===== src/sbp_pkg.sv =====
package sbp_pkg;

    ////////////////////////////////////////////////////////////////////////////
    // register word addresses (byte offsets, one 32-bit word each)
    localparam logic [4:0] SBP_OFS_DIR = 5'h00;
    localparam logic [4:0] SBP_OFS_OUT = 5'h04;
    localparam logic [4:0] SBP_OFS_LVL = 5'h08;
    localparam logic [4:0] SBP_OFS_FUNC = 5'h0c;
    localparam logic [4:0] SBP_OFS_MUXST = 5'h10;

    ////////////////////////////////////////////////////////////////////////////
    // widths and reset values
    localparam int SBP_NPIN = 6;
    localparam logic [5:0] SBP_DIR_RST = 6'h00;
    localparam logic [5:0] SBP_OUT_RST = 6'h00;
    localparam logic [9:0] SBP_FUNC_RST = 10'h000;

    ////////////////////////////////////////////////////////////////////////////
    // function control register field positions
    localparam int SBP_F_PIN_SEL = 0;
    localparam int SBP_F_SINGLE_ADDRESS_ENABLE_CH0 = 1;
    localparam int SBP_F_SINGLE_ADDRESS_ENABLE_CH1 = 2;
    localparam int SBP_F_TRANSFER_END_ENABLE_CH0 = 3;
    localparam int SBP_F_TRANSFER_END_ENABLE_CH1 = 4;
    localparam int SBP_F_AMS0 = 5;
    localparam int SBP_F_AMS1 = 6;
    localparam int SBP_F_ETE0 = 7;
    localparam int SBP_F_ETE1 = 8;
    localparam int SBP_F_EXTERNAL_BUS_EXPAND_ENABLE = 9;

    ////////////////////////////////////////////////////////////////////////////
    // pin owner codes
    typedef enum logic [1:0] {
        SBP_OWN_GPIO = 2'b00,
        SBP_OWN_INT = 2'b01,
        SBP_OWN_EXT = 2'b10
    } sbp_owner_t;

endpackage : sbp_pkg


===== src/sbp_sync.sv =====
module sbp_sync
    import sbp_pkg::*;
(
    // clock and reset
    input wire logic clk_i,
    input wire logic rst_i,
    // asynchronous levels in, synchronised levels out
    input wire logic [5:0] async_i,
    output logic [5:0] sync_o
);

    logic [5:0] meta_q;
    logic [5:0] sync_q;

    // first stage feeds only the second stage
    always_ff @(posedge clk_i) begin
        if (rst_i) begin
            meta_q <= 6'h00;
            sync_q <= 6'h00;
        end else begin
            meta_q <= async_i;
            sync_q <= meta_q;
        end
    end

    assign sync_o = sync_q;

endmodule : sbp_sync


===== src/sbp_pin_mux.sv =====
module sbp_pin_mux
    import sbp_pkg::*;
(
    // one strobe pin
    input wire logic external_bus_expand_enable_i,
    input wire logic ext_sel_i,
    input wire logic int_sel_i,
    input wire logic pin_sel_i,
    input wire logic ext_strobe_i,
    input wire logic int_strobe_i,
    input wire logic gpio_dir_i,
    input wire logic gpio_out_i,
    // resolved drive
    output sbp_owner_t owner_o,
    output logic pad_o,
    output logic pad_oe_o
);

    // external strobe first, then internal, else gpio
    always_comb begin
        if (external_bus_expand_enable_i && ext_sel_i) begin
            owner_o = SBP_OWN_EXT;
            pad_o = ext_strobe_i;
            pad_oe_o = 1'b1;
        end else if (int_sel_i && pin_sel_i) begin
            owner_o = SBP_OWN_INT;
            pad_o = int_strobe_i;
            pad_oe_o = 1'b1;
        end else begin
            owner_o = SBP_OWN_GPIO;
            pad_o = gpio_out_i;
            pad_oe_o = gpio_dir_i;
        end
    end

endmodule : sbp_pin_mux


===== src/sbp_port.sv =====
// Operation
// - a gpio pin is driven while its direction bit is 1 and is an input while it is 0.
// - the direction register is write-only and a read of it returns zero.
// - bits 7 and 6 of the direction and output registers read 0 and ignore writes.
// - the output register holds six read/write bits reset to 0 that drive only gpio pins.
// - a level read returns the output bit where direction is 1 and the pin where it is 0.
// - the level register is read-only and writes to it do nothing.
// - level bits 7 and 6 are reserved and bits 5 to 0 follow the pins where direction is 0.
// - in expanded modes pin 5 gives external ack 1, else internal ack 1, else gpio.
// - pin 4 follows the same order as pin 5 using channel 0.
// - in expanded modes pin 3 gives external end 1, else internal end 1, else gpio.
// - pin 2 follows the same order as pin 3 using channel 0.
// - with the expand enable at 0 the external selects are ignored.
// - pin 1 is gpio, feeds internal request 1 when selected and always external request 1.
// - level bits 5 to 0 map one to one onto pins 5 to 0.
// - pin 0 is gpio, feeds internal request 0 when selected and always external request 0.
module sbp_port
    import sbp_pkg::*;
(
    // clock and reset
    input wire logic clk_i,
    input wire logic rst_i,
    // wishbone slave
    input wire logic wb_cyc_i,
    input wire logic wb_stb_i,
    input wire logic wb_we_i,
    input wire logic [4:0] wb_adr_i,
    input wire logic [3:0] wb_sel_i,
    input wire logic [31:0] wb_dat_i,
    output logic [31:0] wb_dat_o,
    output logic wb_ack_o,
    output logic wb_err_o,
    // port pins
    input wire logic [5:0] pad_i,
    output logic [5:0] pad_o,
    output logic [5:0] pad_oe_o,
    // on-chip dma strobes
    input wire logic int_dma_ack_0_i,
    input wire logic int_dma_ack_1_i,
    input wire logic int_transfer_end_0_i,
    input wire logic int_transfer_end_1_i,
    // external-bus dma strobes
    input wire logic ext_dma_ack_0_i,
    input wire logic ext_dma_ack_1_i,
    input wire logic ext_transfer_end_0_i,
    input wire logic ext_transfer_end_1_i,
    // requests toward the dma controllers, active low as on the pins
    output logic int_dma_request_0_n_o,
    output logic int_dma_request_1_n_o,
    output logic ext_dma_request_0_n_o,
    output logic ext_dma_request_1_n_o
);

    ////////////////////////////////////////////////////////////////////////////
    // decode helpers

    localparam logic [4:0] SBP_ADR_DIR = SBP_OFS_DIR;
    localparam logic [4:0] SBP_ADR_OUT = SBP_OFS_OUT;
    localparam logic [4:0] SBP_ADR_LVL = SBP_OFS_LVL;
    localparam logic [4:0] SBP_ADR_FUNC = SBP_OFS_FUNC;
    localparam logic [4:0] SBP_ADR_MUXST = SBP_OFS_MUXST;

    function automatic logic hit(input logic [4:0] adr, input logic [4:0] ofs);
        hit = (adr[4:2] == ofs[4:2]);
    endfunction : hit

    logic req;
    logic wr_en;
    logic mapped;
    logic ack_q;
    logic err_q;
    logic [31:0] rdata_q;
    logic [31:0] rdata_d;

    logic [5:0] dir_q;
    logic [5:0] out_q;
    logic [9:0] func_q;
    logic [5:0] pin_sync;
    logic [5:0] level;
    sbp_owner_t owner [2:5];
    logic [11:0] mux_state;

    // the bus master holds its request until ack, so req is masked while ack or err is up
    assign req = wb_cyc_i && wb_stb_i && !ack_q && !err_q;
    assign mapped = hit(wb_adr_i, SBP_ADR_DIR) || hit(wb_adr_i, SBP_ADR_OUT)
                 || hit(wb_adr_i, SBP_ADR_LVL) || hit(wb_adr_i, SBP_ADR_FUNC)
                 || hit(wb_adr_i, SBP_ADR_MUXST);
    assign wr_en = req && wb_we_i && mapped && wb_sel_i[0];

    ////////////////////////////////////////////////////////////////////////////
    // handshake: one wait state, ack or err for exactly one cycle

    always_ff @(posedge clk_i) begin
        if (rst_i) begin
            ack_q <= 1'b0;
            err_q <= 1'b0;
        end else begin
            ack_q <= req && mapped;
            err_q <= req && !mapped;
        end
    end

    assign wb_ack_o = ack_q;
    assign wb_err_o = err_q;

    ////////////////////////////////////////////////////////////////////////////
    // direction register

    always_ff @(posedge clk_i) begin
        if (rst_i) begin
            dir_q <= SBP_DIR_RST;
        end else if (wr_en && hit(wb_adr_i, SBP_ADR_DIR)) begin
            dir_q <= wb_dat_i[5:0];
        end
    end

    ////////////////////////////////////////////////////////////////////////////
    // output register

    always_ff @(posedge clk_i) begin
        if (rst_i) begin
            out_q <= SBP_OUT_RST;
        end else if (wr_en && hit(wb_adr_i, SBP_ADR_OUT)) begin
            out_q <= wb_dat_i[5:0];
        end
    end

    ////////////////////////////////////////////////////////////////////////////
    // function control register

    always_ff @(posedge clk_i) begin
        if (rst_i) begin
            func_q <= SBP_FUNC_RST;
        end else if (wr_en && hit(wb_adr_i, SBP_ADR_FUNC)) begin
            if (wb_sel_i[1]) begin
                func_q <= wb_dat_i[9:0];
            end else begin
                func_q <= {func_q[9:8], wb_dat_i[7:0]};
            end
        end
    end

    ////////////////////////////////////////////////////////////////////////////
    // pin sampling

    sbp_sync u_sync (
        .clk_i(clk_i),
        .rst_i(rst_i),
        .async_i(pad_i),
        .sync_o(pin_sync)
    );

    // driven bits read the latch, not the pad, so a loaded pin reads true
    assign level = (dir_q & out_q) | (~dir_q & pin_sync);

    ////////////////////////////////////////////////////////////////////////////
    // strobe pins 5 to 2

    localparam int SBP_EXT_IDX [2:5] = '{SBP_F_ETE0, SBP_F_ETE1,
                                         SBP_F_AMS0, SBP_F_AMS1};
    localparam int SBP_INT_IDX [2:5] = '{SBP_F_TRANSFER_END_ENABLE_CH0, SBP_F_TRANSFER_END_ENABLE_CH1,
                                         SBP_F_SINGLE_ADDRESS_ENABLE_CH0, SBP_F_SINGLE_ADDRESS_ENABLE_CH1};
    logic [5:2] ext_strobe;
    logic [5:2] int_strobe;

    assign ext_strobe = {ext_dma_ack_1_i, ext_dma_ack_0_i,
                         ext_transfer_end_1_i, ext_transfer_end_0_i};
    assign int_strobe = {int_dma_ack_1_i, int_dma_ack_0_i,
                         int_transfer_end_1_i, int_transfer_end_0_i};

    genvar gi;
    generate
        for (gi = 2; gi <= 5; gi++) begin : g_strobe
            sbp_pin_mux u_mux (
                .external_bus_expand_enable_i(func_q[SBP_F_EXTERNAL_BUS_EXPAND_ENABLE]),
                .ext_sel_i(func_q[SBP_EXT_IDX[gi]]),
                .int_sel_i(func_q[SBP_INT_IDX[gi]]),
                .pin_sel_i(func_q[SBP_F_PIN_SEL]),
                .ext_strobe_i(ext_strobe[gi]),
                .int_strobe_i(int_strobe[gi]),
                .gpio_dir_i(dir_q[gi]),
                .gpio_out_i(out_q[gi]),
                .owner_o(owner[gi]),
                .pad_o(pad_o[gi]),
                .pad_oe_o(pad_oe_o[gi])
            );
            assign mux_state[2*gi-4 +: 2] = owner[gi];
        end
    endgenerate

    ////////////////////////////////////////////////////////////////////////////
    // request pins 1 and 0: gpio only, also fed to the dma controllers

    assign pad_o[1:0] = out_q[1:0];
    assign pad_oe_o[1:0] = dir_q[1:0];

    // unselected internal request idles high (inactive)
    assign int_dma_request_1_n_o = func_q[SBP_F_PIN_SEL] ? pin_sync[1]
                                                         : 1'b1;
    assign int_dma_request_0_n_o = func_q[SBP_F_PIN_SEL] ? pin_sync[0]
                                                         : 1'b1;
    assign ext_dma_request_1_n_o = pin_sync[1];
    assign ext_dma_request_0_n_o = pin_sync[0];
    assign mux_state[11:8] = 4'h0;

    ////////////////////////////////////////////////////////////////////////////
    // read data, registered with the ack

    always_comb begin
        rdata_d = 32'h0000_0000;
        if (hit(wb_adr_i, SBP_ADR_OUT)) begin
            rdata_d = {26'h0, out_q};
        end else if (hit(wb_adr_i, SBP_ADR_LVL)) begin
            rdata_d = {26'h0, level};
        end else if (hit(wb_adr_i, SBP_ADR_FUNC)) begin
            rdata_d = {22'h0, func_q};
        end else if (hit(wb_adr_i, SBP_ADR_MUXST)) begin
            rdata_d = {20'h0, mux_state};
        end
        // direction reads fall through to zero
    end

    always_ff @(posedge clk_i) begin
        if (rst_i) begin
            rdata_q <= 32'h0000_0000;
        end else if (req && !wb_we_i) begin
            rdata_q <= rdata_d;
        end
    end

    assign wb_dat_o = rdata_q;

    // writes to the level and status words are acked and dropped

endmodule : sbp_port


===== config.mk =====
export PLATFORM = sky130hd
export DESIGN_NAME = sbp_port
export DESIGN_NICKNAME = d
export VERILOG_FILES = /design/src/sbp_pkg.sv /design/src/sbp_sync.sv /design/src/sbp_pin_mux.sv /design/src/sbp_port.sv
export SDC_FILE = /design/constraint.sdc
export NUM_CORES = 1
export LEC_CHECK = 0
export BUFFER_PORTS_ARGS = -buffer_cell sky130_fd_sc_hd__buf_2
export CORE_MARGIN = 2
export CORE_UTILIZATION = 28
export DETAILED_ROUTE_END_ITERATION = 16
export GPL_TIMING_DRIVEN = 1
export MAX_ROUTING_LAYER = met4
export PLACE_DENSITY = 0.64
export SLEW_MARGIN = 20
export SYNTH_ARGS = -nofsm -noshare
export SYNTH_HDL_FRONTEND = slang
export SYNTH_HIERARCHICAL = 1
export SYNTH_SLANG_ARGS = --single-unit

===== constraint.sdc =====
create_clock -name clk_i -period 1.4 [get_ports clk_i]
set_input_delay 0.07 -clock clk_i [delete_from_list [all_inputs] [get_ports clk_i]]
set_output_delay 0.07 -clock clk_i [all_outputs]
set_load 0.03 [all_outputs]

# After elaboration in Yosys (flattened, before gate mapping)
# Index checks and enable logic that the tools add are counted.
# W data, S select, Z words.
[classes]
muxes = 30
n_eq_ne = 4
bitwise = 4
n_reduce_logical = 30
[ops]
columns = ["cell", "count"]
rows = [
  ["$mux W10", 3],
  ["$mux W1", 22],
  ["$logic_and A1 B1 Y1", 20],
  ["$and A6 B6 Y6", 2],
  ["$mux W2", 4],
  ["$mux W8", 1],
  ["$eq A3 B2 Y1 const B", 2],
  ["$not A6 Y6", 1],
  ["$or A6 B6 Y6", 1],
  ["$logic_not A1 Y1", 4],
  ["$logic_or A1 B1 Y1", 4],
  ["$eq A3 B1 Y1 const B", 1],
  ["$eq A3 B3 Y1 const B", 1],
  ["$logic_not A3 Y1", 1],
  ["$reduce_and A2 Y1", 1],
]
[totals]
input_bits = 60
elab_cells = 77
reg_bits = 68
output_inout_bits = 50

# Logic depth before layout (Yosys ltp)
# Gate-level depths: netlist (run 1).
[depth]
ltp_word = 9
ltp_mapped = 6
depth_no_buf = 5

# Modules after synthesis
# The synthesis (run 1) kept the hierarchy.
[by_module_without_submodules]
columns = ["mod", "cells_each", "seq_area_each_um2", "area_per_inst_um2", "n_inst"]
rows = [
  ["sbp_port", 190, 680.7, 1823.0, 1],
  ["sbp_sync", 25, 240.2, 366.6, 1],
  ["sbp_pin_mux", 9, 0.0, 53.8, 4],
]

# Worst setup path before layout (run 1)
# OpenSTA, ideal clock, no wires.
[synth_path]
kind = "register to register"
from = "register err_q (netlist: wb_err_o)"
to = "register dir_q[0]"
period_less_slack_ps = 1644
path_stages_with_launch = 6
arrival_time_ps = 1516
path_buffers = 1
required_time_ps = 1272
setup_time_ps = 128
setup_slack_ps = -244
cell_sequence = "dfxtp_1 > nand4bb_1 > buf_6 > nor4_4 > mux2i_1 > nor2_1"
[synth_between]
elab_chain_len = 6
[synth_rtl]
columns = ["item", "line", "text"]
rows = [
  ["start: declaration", "sbp_port.sv:71", "logic err_q;"],
  ["start signal: assignment", "sbp_port.sv:99", "err_q <= req && !mapped;"],
  ["$logic_not A1 Y1", "sbp_port.sv:84", "assign req = wb_cyc_i && wb_stb_i && !ack_q && !err_q;"],
  ["$logic_and A1 B1 Y1", "sbp_port.sv:84", ""],
  ["$logic_and A1 B1 Y1 (3 in a row)", "sbp_port.sv:88", "assign wr_en = req && wb_we_i && mapped && wb_sel_i[0];"],
  ["$logic_and A1 B1 Y1", "sbp_port.sv:112", "end else if (wr_en && hit(wb_adr_i, SBP_ADR_DIR)) begin"],
  ["end signal: assignment", "sbp_port.sv:113", "dir_q <= wb_dat_i[5:0];"],
  ["end: declaration", "sbp_port.sv:75", "logic [5:0] dir_q;"],
]
# Every way passes these cells.
# A chain may end at the register's enable or synchronous reset.

# Final worst setup path (run 1)
[layout_path]
from = "register ack_q (netlist: wb_ack_o)"
to = "register func_q[4]"
[layout_between]
elab_chain_len = 7
[layout_rtl]
columns = ["item", "line", "text"]
rows = [
  ["start: declaration", "sbp_port.sv:70", "logic ack_q;"],
  ["start signal: assignment", "sbp_port.sv:98", "ack_q <= req && mapped;"],
  ["$logic_not A1 Y1", "sbp_port.sv:84", ""],
  ["$logic_and A1 B1 Y1 (2 in a row)", "sbp_port.sv:84", ""],
  ["$logic_and A1 B1 Y1 (3 in a row)", "sbp_port.sv:88", ""],
  ["$logic_and A1 B1 Y1", "sbp_port.sv:134", "end else if (wr_en && hit(wb_adr_i, SBP_ADR_FUNC)) begin"],
  ["end signal: assignment", "sbp_port.sv:136", "func_q <= wb_dat_i[9:0];"],
  ["end signal: assignment", "sbp_port.sv:138", "func_q <= {func_q[9:8], wb_dat_i[7:0]};"],
  ["end: declaration", "sbp_port.sv:77", "logic [9:0] func_q;"],
]
# Every way passes these cells.

==> results of run 1 <==
==> registers in the layout, summed over array words and instances, names as in the netlist <==
name,flops
func_q,10
u_sync/meta_q,6
dir_q,6
wb_err_o,1
wb_dat_o,10
u_sync/sync_o,6
out_q,6
wb_ack_o,1
==> layout make-up <==
class	instances	area [um2]	area share [%]
Sequential cell	46	936	28.8
Clock inverter	1	8.76	0.270
Clock buffer	7	86.3	2.66
Inverter	6	22.5	0.694
Tap cell	105	131	4.05
Multi-Input combinational cell	184	1310	40.3
Timing Repair Buffer	105	751	23.1
==> power groups by stage <==
stage / sequential (mW) / clock [mW] / combinational [mW]
floorplan: 1.43 / 0 / 0.274
global placement: 1.39 / 0 / 0.384
detailed placement: 1.39 / 0 / 0.390
CTS: 1.36 / 0.904 / 0.418
global route: 1.36 / 0.962 / 0.461
finish: 1.36 / 0.869 / 0.429
==> per-stage QoR <==
stage	util, %	setup WS, ns	area [um2]	total power [mW]
5_1_grt	39.3	-0.131	3240	2.78
2_1_floorplan	-	-0.198	2490	1.70
3_5_place_dp	35.2	-0.130	2910	1.78
6_report	39.3	-0.0613	3240	2.65
4_1_cts	38.2	-0.0697	3150	2.68
3_3_place_gp	35.2	-0.108	2910	1.77
==> final timing paths <==
check | slack [ns] | start | to | cells past startpoint
max | -0.06 | wb_ack_o$_SDFF_PP0_ | func_q[4]$_SDFFE_PP0P_ | 7
min | 0.009 | wb_dat_i[8] | func_q[8]$_SDFFE_PP0P_ | 3
max reg2reg | -0.06 | wb_ack_o$_SDFF_PP0_ | func_q[4]$_SDFFE_PP0P_ | 7
min reg2reg | 0.44 | u_sync/meta_q[0]$_SDFF_PP0_ | u_sync/sync_o[0]$_SDFF_PP0_ | 1
==> per-layer routing <==
layer | vias to the layer above | track usage (%) | share of wire (%)
met5 | - | - | 0
met4 | 0 | 3.90 | 1.2
met3 | 8 | 3.25 | 5.5
met2 | 74 | 22.3 | 46
met1 | 955 | 17.3 | 47
li1 | 1034 | - | -
==> worst min-delay path: stages <==
cell and delay [ns]:
buf_2 0.08, mux2i_1 0.07, nor2_1 0.07
==> placed cells by master (no fill, tap or decap), drive strengths merged, types with 2 or more instances in the layout <==
cell / netlist / routed
buf: 34 / 96
dfxtp: 46 / 46
mux2i: 28 / 28
nor2: 26 / 26
conb: 1 / 22
nand2: 15 / 15
a21oi: 12 / 12
nor2b: 11 / 11
a31oi: 10 / 10
dlygate4sd3: 0 / 9
nand2b: 8 / 8
inv: 6 / 7
clkbuf: 2 / 7
a22oi: 6 / 6
a2111o: 6 / 6
nand3: 4 / 4
a21bo: 4 / 4
and3b: 4 / 4
and3: 4 / 4
nor4: 3 / 3
nor3: 3 / 3
and2b: 3 / 3
o21ai: 2 / 2
nand4: 2 / 2
a32oi: 2 / 2
a211oi: 2 / 2
nor3b: 2 / 2
==> timing repair <==
| item | CTS | global route |
|---|---|---|
| cloned | 0 | 1 |
| buffers inserted | 1 | 4 |
| pin swaps | 7 | 15 |
| resized for setup | 17 | 15 |
| hold buffers | 9 | 0 |
| setup endpoints to repair | 29 | 36 |
| hold endpoints to repair | 9 | 0 |
==> kinds of logic after synthesis <==
kind of cell	after synthesis	synth area share, %
compound gates	44	13.2
flops	46	38.3
other cells	1	0.156
simple gates	90	24.6
mux	28	11.7
buf+inv	42	12.1
==> reports/metrics.csv, run 1 <==
stage,metric,value,unit
yosys,ys_ff_latch,46,
yosys,synth_area_leaders,"dfxtp_1, mux2i_1, buf_4, nor2_1, nor2b_2",
worst_setup_path,required,1.60,ns
sta,clock_skew,0.00918,ns
sta,whs,0.00891,ns
final_layout,final-instance-count-excl-fill,454,
sta,setup_ws,-0.0613,ns
yosys,synth_area,2400,um2
final_layout,area_growth,34.9,%
final_layout,drive_gt1_share,39.8,%
power_and_ir_drop,sequentialPowerShare,51.1,%
worst_setup_path,path_delay_family,buffers and inverters,
yosys,synth_common_cells,"dfxtp_1, mux2i_1, buf_4",
power_and_ir_drop,p_clk_share,32.7,%
sta,setup_viol,21,
detailed_routing,ant_nets,0,
power_and_ir_drop,switchingPower,746,uW
placement,gp_congestion,0.845,
floorplan,die-width,96.7,um
clock_network,clk_latency,0.31,ns
worst_setup_path,cp-end-kind,flop,
yosys,yosys_warnings,6,
placement,portBuffers,61,
clock_network,cts_buffer_depth,2,
sta,finalCritPeriodShare,104,%
yosys,synth_top_cell_by_area,dfxtp_1,
worst_setup_path,cp_common_cell,buf_6,
sta,finalCriticalPeriod,1.46,ns
clock_network,htreeDepth,2,
sta,finalHoldViolCount,0,
global_routing,grt_max_degree,21,
power_and_ir_drop,power.leakage,1.42,nW
global_routing,grt_antenna_before_repair,0,
detailed_routing,via_per_inst,4.56,
worst_setup_path,path_buf_inv,3,
floorplan,std_cell_rows,33,
clock_network,clock_sinks,46,
floorplan,pin_count,110,
final_layout,n_antenna_cell,0,
power_and_ir_drop,peakVddDrop,0.000511,V
worst_setup_path,cp_slowest_stage_delay,0.34,ns
clock_network,path_clk_slew,0.09,ns
detailed_routing,drt_iter0_markers,80,
power_and_ir_drop,powerDensity,818,nW/um2
global_routing,grt_util_all_layers,13.8,%
worst_setup_path,cp_cell_sequence,"nand4bb_1, buf_6, buf_6, nor3_4, buf_12, mux2i_1, nor2_1",
floorplan,die-area,9350,um2
worst_setup_path,slowest_stage,dfxtp_4,
final_layout,nFillCells,832,
sta,max_freq,684,MHz
global_routing,overflow,0,
floorplan,core,8260,um2
yosys,yosysMostFrequentCell,dfxtp_1,
global_routing,grt_pass1_wl,10200,um
yosys,synthCells,251,
power_and_ir_drop,swShare,28.1,%
clock_network,cts-root-buf,clkbuf_8,
floorplan,die_height,96.7,um
run_status,violations,negative setup slack,
worst_setup_path,critPathLaunchType,flop,
flow_run,maxCapViolations,0,
detailed_routing,drtPass1Iterations,4,
worst_setup_path,critPathArrivalTime,1.66,ns
sta,rsz0062_at_grt,true,
yosys,synth_edf_count,0,
clock_network,cts_tree,yes,
global_routing,grt_pass1_vias,2071,
detailed_routing,wl,6250,um
sta,maxSlewViolCount,0,
clock_network,cts_buffers,5,
power_and_ir_drop,internal_power,1.91,mW
yosys,async_reset_ff_share,0,%
sta,fin_tns_setup,-0.549,ns
min_path,hold_path_class,in -> reg,
placement,place_inst,432,
yosys,syn_avg_cell_area,9.58,um2
placement,hpwl,4790,um
yosys,yosysSeqAreaShare,38.3,%
final_layout,num-nets-final,408,
power_and_ir_drop,comb_power_share,16.2,%
yosys,ys.flop_type,dfxtp_1,
detailed_routing,wl_per_cell,13.8,um
run_status,status,finished with violations,
detailed_routing,vias,2071,
yosys,ys_types,41,
floorplan,start_util,29.1,%
worst_setup_path,cp_max_fo,8,
yosys,synth.top_cell.area_share,38.3,%
worst_setup_path,worstSetupPathType,reg -> reg,
detailed_routing,drc,0,
Note: power is estimated with default switching activity, not from simulation.
==> run 2, diff against run 1 <==
- PLACE_DENSITY: 0.64 -> 0.62
- clock period: 1.4 -> 1.76 ns (I/O delays scaled with it)
==> run 2 against run 1 <==
- the flow now finishes without violations
- final cell count decreased by 7.3%
- via count decreased by 6.0%
- critical path depth decreased by 3
- non-clock buffer count decreased by 33
- sequential share of layout area increased by 3.0 points
- register-to-register slack improved by 0.28 ns
- clock power increased by 11%
- utilization decreased by 4.2 points
- wire length decreased by 7.7%
==> reports/metrics.csv, run 2 (synthesis results as in run 1) <==
stage,metric,value,unit,change
run_status,status,completed,,
global_routing,grt_max_degree,32,,+52%
worst_setup_path,r2r_start,func_q[9]$_SDFFE_PP0P_,,
detailed_routing,drt_iter0_markers,74,,-7.5%
final_layout,nFillCells,855,,+2.8%
sta,max_freq,641,MHz,
floorplan,die-area,9350,um2,unchanged
detailed_routing,wl_per_cell,13.7,um,-0.43%
global_routing,grt_antenna_before_repair,0,,unchanged
sta,rsz0062_at_grt,false,,
final_layout,area_growth,20.6,%,
detailed_routing,wl,5770,um,-7.7%
global_routing,grt_pass1_wl,9360,um,-7.8%
clock_network,path_clk_slew,0.08,ns,about the same
final_layout,n_antenna_cell,0,,unchanged
power_and_ir_drop,internal_power,1.77,mW,-7.1%
detailed_routing,drc,0,,unchanged
power_and_ir_drop,powerDensity,809,nW/um2,-1.0%
sta,setup_ws,0.199,ns,+0.260 ns
clock_network,cts-root-buf,clkbuf_8,,
sta,setup_viol,0,,-100%
power_and_ir_drop,switchingPower,574,uW,-23%
power_and_ir_drop,peakVddDrop,0.000340,V,-33%
detailed_routing,via_per_inst,4.62,,+1.3%
final_layout,drive_gt1_share,32.3,%,-7.5 points
min_path,min_from,pad_i[2],,
placement,dpl_worst_slack,0.225,ns,+0.355 ns
clock_network,cts_tree,yes,,
global_routing,overflow,0,,unchanged
sta,fin_tns_setup,0,ns,+0.549 ns
clock_network,cts_buffer_depth,2,,unchanged
clock_network,htreeDepth,2,,unchanged
worst_setup_path,cp-end-kind,output port,,
final_layout,fin_area,2900,um2,-11%
global_routing,grt_util_all_layers,12.8,%,-0.99 points
min_path,hold_end,u_sync/meta_q[2]$_SDFF_PP0_,,
sta,finalCritPeriodShare,88.7,%,
floorplan,die-width,96.7,um,unchanged
worst_setup_path,r2r_slack,0.22,ns,+0.28 ns
worst_setup_path,critPathLaunchType,flop,,
power_and_ir_drop,p_clk_share,41.0,%,+8.3 points
power_and_ir_drop,power.leakage,1.26,nW,-11%
flow_run,maxCapViolations,0,,unchanged
placement,gp_congestion,0.796,,-5.8%
min_path,hold_depth,2,,-1
worst_setup_path,critPathArrivalTime,1.47,ns,-0.19 ns
floorplan,core,8260,um2,unchanged
detailed_routing,ant_nets,0,,unchanged
placement,placed_area,2730,um2,-6.3%
clock_network,cts_buffers,5,,unchanged
worst_setup_path,cp_max_fo,12,,+4
power_and_ir_drop,comb_power_share,12.8,%,-3.4 points
worst_setup_path,reg2reg_depth,5,,-2
min_path,hold_path_class,in -> reg,,
floorplan,die_height,96.7,um,unchanged
final_layout,layout_common_cells,"buf_2, dfxtp_1, mux2i_1",,
floorplan,std_cell_rows,33,,unchanged
clock_network,clk_latency,0.30,ns,about the same
final_layout,num-nets-final,375,,-8.1%
global_routing,grt_pass1_vias,1825,,-12%
clock_network,post_cts.repair.setup_buffers,0,,-1
clock_network,clock_sinks,46,,unchanged
sta,maxSlewViolCount,0,,unchanged
final_layout,final_common_cell,buf_2,,
placement,hpwl,4430,um,-7.5%
floorplan,pin_count,110,,unchanged
worst_setup_path,required,1.67,ns,+0.07 ns
detailed_routing,drtPass1Iterations,4,,unchanged
floorplan,start_util,29.1,%,unchanged
worst_setup_path,worstSetupPathType,reg -> out,,
worst_setup_path,rr_endpoint,wb_dat_o[1]$_SDFFE_PP0P_,,
sta,finalHoldViolCount,0,,unchanged
power_and_ir_drop,swShare,24.5,%,-3.6 points
placement,portBuffers,61,,unchanged
detailed_routing,vias,1946,,-6.0%
sta,clock_skew,0.00308,ns,-0.00610 ns
power_and_ir_drop,sequentialPowerShare,46.1,%,-5.0 points
sta,finalCriticalPeriod,1.56,ns,
## run 2: cell types whose count changed in the layout (fill, tap and decap cells not counted), moves of 3 or more
cell,delta
dfxtp_4,-3
nand2_2,-3
nand2_1,+3
buf_6,-10
dlygate4sd3_1,-6
dfxtp_1,+5
buf_4,-18
buf_2,+4
## run 2: power by group through the flow
| stage | sequential (mW) | clock, mW | combinational (mW) |
|---|---|---|---|
| 3_3_place_gp | 1.11 | 0 | 0.294 |
| 5_1_grt | 1.09 | 1.03 | 0.326 |
| 4_1_cts | 1.08 | 0.986 | 0.303 |
| 2_1_floorplan | 1.14 | 0 | 0.218 |
| 3_5_place_dp | 1.11 | 0 | 0.298 |
| 6_report | 1.08 | 0.963 | 0.301 |
## run 2: timing repair
action | in CTS | in global routing
setup endpoints to repair | 0 | 2
resized for setup | 0 | 1
hold endpoints to repair | 3 | 0
hold buffers | 3 | 0
## run 2: stage by stage
step	hold WS, ns	std cells	util [%]	total power [mW]
floorplan	0.217	272	-	1.36
global placement	0.297	410	33.0	1.40
detailed placement	0.304	410	33.0	1.40
CTS	0.00583	421	35.1	2.37
global route	0.0112	421	35.1	2.44
finish	0.0133	421	35.1	2.35
## run 2: metal layers
| layer | up-vias | track usage, % | share of wire [%] |
|---|---|---|---|
| li1 | 962 | - | - |
| met1 | 908 | 16.6 | 45 |
| met2 | 71 | 20.4 | 47 |
| met3 | 5 | 3.25 | 6.7 |
| met4 | 0 | 2.60 | 0.54 |
| met5 | - | - | 0 |
## run 2: final cells by class
class / count / area [um2] / share of cell area [%]
Sequential cell: 46 / 922 / 31.8
Clock buffer: 6 / 82.6 / 2.85
Multi-Input combinational cell: 184 / 1270 / 43.9
Timing Repair Buffer: 72 / 408 / 14.1
Inverter: 6 / 22.5 / 0.777
Clock inverter: 2 / 60.1 / 2.07
Tap cell: 105 / 131 / 4.53
## run 2: how the worst max path moves through the flow
| stage | cells after the start | endpoint | start |
|---|---|---|---|
| 6_report | 4 | pad_o[4] | func_q[0]$_SDFFE_PP0P_ |
| 5_1_grt | 6 | dir_q[0]$_SDFFE_PP0P_ | wb_err_o$_SDFF_PP0_ |
| 4_1_cts | 4 | pad_o[4] | func_q[0]$_SDFFE_PP0P_ |
| 3_5_place_dp | 5 | wb_dat_o[2]$_SDFFE_PP0P_ | wb_adr_i[2] |
| 3_3_place_gp | 5 | wb_dat_o[4]$_SDFFE_PP0P_ | wb_adr_i[4] |
| 2_1_floorplan | 5 | dir_q[0]$_SDFFE_PP0P_ | wb_err_o$_SDFF_PP0_ |
## run 2: worst max-delay path, cell delays in order (launching register included)
cell and delay (ns):
dfxtp_2 0.44, buf_4 0.21, nand3_1 0.08, a31oi_1 0.21, buf_2 0.23
==> run 3, diff against run 2 <==
- ABC_AREA: not set -> 1
==> run 3 against run 2 <==
- cell area is 3.4% higher
- clock skew up 0.0069 ns
- largest cell class unchanged
- critical path depth grew 1
- clock power fell by 26%
- wire length up 11%
- register-to-register slack improved by 0.16 ns
- final cell count up 32%
- critical path type unchanged
- fmax is 1.4% higher
==> reports/metrics.csv, run 3 <==
stage,metric,value,unit,change
placement,placed_area,2840,um2,+4.2%
floorplan,die-area,9910,um2,+6.1%
detailed_routing,ant_nets,0,,unchanged
sta,setup_viol,0,,unchanged
clock_network,postCtsResizedCells,0,,unchanged
floorplan,std_cell_rows,34,,+3.0%
worst_setup_path,cp-end-kind,output port,,
placement,gp_congestion,0.890,,+12%
detailed_routing,drc,0,,unchanged
detailed_routing,drt_iter0_markers,121,,+64%
worst_setup_path,path_delay_family,flip-flops,,
clock_network,clk_latency,0.32,ns,+0.02 ns
run_status,status,completed,,
worst_setup_path,cp_slowest_stage_delay,0.53,ns,+0.09 ns
clock_network,path_clk_slew,0.10,ns,+0.02 ns
yosys,synth_edf_count,0,,unchanged
placement,hpwl,4890,um,+10%
worst_setup_path,slowest_stage,dfxtp_1,,
min_path,hold_path_class,in -> reg,,
detailed_routing,vias,2409,,+24%
clock_network,clock_sinks,46,,unchanged
sta,worstMarginPinSlew,0.677,ns,
yosys,yosys_warnings,6,,unchanged
worst_setup_path,worstSetupPathType,reg -> out,,
worst_setup_path,startpoint,func_q[0]$_SDFFE_PP0P_,,
worst_setup_path,cp_common_cell,nand2_1,,
yosys,synth_area,2560,um2,+6.3%
yosys,synth_common_cells,"nand2_1, nor2_1, dfxtp_1",,
sta,finalCritPeriodShare,87.4,%,-1.3 points
clock_network,cts_buffers,5,,unchanged
sta,fin_tns_setup,0,ns,unchanged
global_routing,grt_antenna_before_repair,1,,+1
sta,clock_skew,0.00999,ns,+0.00691 ns
yosys,synth_top_cell_by_area,dfxtp_1,,
clock_network,cts_tree,yes,,
floorplan,core,8810,um2,+6.6%
worst_setup_path,rr_endpoint,func_q[8]$_SDFFE_PP0P_,,
flow_run,maxCapViolations,0,,unchanged
final_layout,fin_area,3000,um2,+3.4%
clock_network,htreeDepth,2,,unchanged
yosys,synth_area_leaders,"dfxtp_1, nand2_1, nor2_1, buf_4, inv_1",,
sta,max_freq,650,MHz,+1.4%
floorplan,die_height,99.6,um,+3.0%
clock_network,cts_buffer_depth,2,,unchanged
yosys,ys_types,29,,-29%
worst_setup_path,path_buf_inv,1,,-1
yosys,async_reset_ff_share,0,%,unchanged
power_and_ir_drop,powerDensity,689,nW/um2,-15%
clock_network,cts-root-buf,clkbuf_8,,
sta,finalHoldViolCount,0,,unchanged
power_and_ir_drop,peakVddDrop,0.000305,V,-10%
detailed_routing,wl,6430,um,+11%
detailed_routing,via_per_inst,4.34,,-6.1%
sta,rsz0062_at_grt,false,,
yosys,yosysSeqAreaShare,36.0,%,-2.3 points
yosys,ys_ff_latch,46,,unchanged
final_layout,num-nets-final,505,,+35%
worst_setup_path,cp_num_cells,5,,+1
global_routing,grt_pass1_vias,2191,,+20%
sta,relSlewSlack,54.8,%,
final_layout,area_growth,17.2,%,
detailed_routing,drtPass1Iterations,6,,+2
yosys,ys.flop_type,dfxtp_1,,
global_routing,grt_util_all_layers,13.6,%,+0.77 points
floorplan,die-width,99.6,um,+3.0%
power_and_ir_drop,power.leakage,1.52,nW,+20%
worst_setup_path,reg2reg_depth,8,,+3
worst_setup_path,r2r_slack,0.38,ns,+0.16 ns
final_layout,drive_gt1_share,24.2,%,-8.1 points
global_routing,grt_max_degree,25,,-22%
worst_setup_path,required,1.67,ns,about the same
global_routing,overflow,0,,unchanged
floorplan,start_util,29.0,%,-0.079 points
detailed_routing,wl_per_cell,11.6,um,-16%
worst_setup_path,r2r_start,wb_err_o$_SDFF_PP0_,,
placement,portBuffers,61,,unchanged
yosys,synth.top_cell.area_share,36.0,%,-2.3 points
worst_setup_path,cp_cell_sequence,"nand2_1, nand2_1, nand3_1, nand2_1, buf_2",,
worst_setup_path,cp_max_fo,10,,-2
global_routing,grt_pass1_wl,10300,um,+9.8%
sta,finalCriticalPeriod,1.54,ns,-0.0221 ns
worst_setup_path,critPathLaunchType,flop,,
clock_network,post_cts.repair.setup_buffers,0,,unchanged
power_and_ir_drop,power.total,2.06,mW,-12%
floorplan,pin_count,110,,unchanged
yosys,synthCells,382,,+52%
yosys,syn_avg_cell_area,6.69,um2,-30%
clock_network,hold_buffers,6,,+3
worst_setup_path,cp-endpoint,pad_o[2],,
worst_setup_path,critPathArrivalTime,1.45,ns,-0.02 ns
final_layout,layout_common_cells,"nand2_1, buf_2, nor2_1",,
sta,maxSlewViolCount,0,,unchanged
final_layout,final_common_cell,nand2_1,,
yosys,yosysMostFrequentCell,nand2_1,,
==> run 3: cell types whose count changed after synthesis, sizes merged, moves of 8 or more <==
| cell | before | now |
|---|---|---|
| o21ai | 2 | 21 |
| nand2 | 15 | 108 |
| nand2b | 8 | 0 |
| nor2 | 26 | 66 |
| mux2i | 28 | 0 |
| nor2b | 11 | 0 |
| inv | 6 | 51 |
| a31oi | 10 | 0 |
| nand3 | 4 | 22 |
==> run 3: logic make-up after synthesis <==
family / after synthesis / share of synthesized area [%]
compound gates: 37 / 8.27
buf+inv: 90 / 18.4
other cells: 1 / 0.147
simple gates: 208 / 37.1
flops: 46 / 36.0
==> run 3: report_power, final <==
part | switching, mW | internal [mW] | leakage, nW | total, mW
Combinational | 0.203 | 0.0796 | 1.09 | 0.283
Sequential | 0.00889 | 1.06 | 0.373 | 1.07
Clock | 0.417 | 0.296 | 0.0495 | 0.713
==> run 3: worst min-delay path by stage <==
stage | from | endpoint | slack (ns) | depth (start not counted)
floorplan | rst_i | wb_dat_o[9]$_SDFFE_PP0P_ | 0.16 | 1
global placement | pad_i[1] | u_sync/meta_q[1]$_SDFF_PP0_ | 0.29 | 3
detailed placement | pad_i[0] | u_sync/meta_q[0]$_SDFF_PP0_ | 0.30 | 3
CTS | wb_dat_i[6] | func_q[6]$_SDFFE_PP0P_ | 0.02 | 3
global route | wb_dat_i[3] | dir_q[3]$_SDFFE_PP0P_ | 0.06 | 3
finish | wb_dat_i[6] | func_q[6]$_SDFFE_PP0P_ | 0.03 | 3
==> run 3: cell type report <==
cell class                      instances  area, um2
Timing Repair Buffer                   70        388
Fill cell                             966       5810
Antenna cell                            1       2.50
Clock buffer                            5       68.8
Clock inverter                          3       26.3
Tap cell                              108        135
Inverter                               55        211
Sequential cell                        46        921
Multi-Input combinational cell        267       1240
==> run 3: stage by stage <==
| step | std cells | hold WS [ns] | util (%) | worst slack [ns] |
|---|---|---|---|---|
| finish | 555 | 0.0255 | 34.0 | 0.221 |
| floorplan | 403 | 0.157 | - | 0.387 |
| detailed placement | 540 | 0.298 | 32.2 | 0.338 |
| CTS | 554 | 0.0242 | 34.0 | 0.211 |
| global placement | 540 | 0.293 | 32.2 | 0.359 |
| global route | 555 | 0.0552 | 34.0 | 0.104 |
==> run 3: per-layer routing <==
metal | GRT usage [%] | up-vias | part of all wire [%]
li1 | - | 1252 | -
met1 | 16.5 | 1079 | 45
met2 | 22.6 | 72 | 48
met3 | 3.23 | 6 | 5.7
met4 | 3.90 | 0 | 1.2
met5 | - | - | 0
==> run 3: worst register-to-register path, delay by kind of cell, from the launching register on <==
kind,cells,cell delay [ns]
flip-flops,1,0.32
AND/OR/NAND/NOR,7,0.93
buffers and inverters,1,0.05
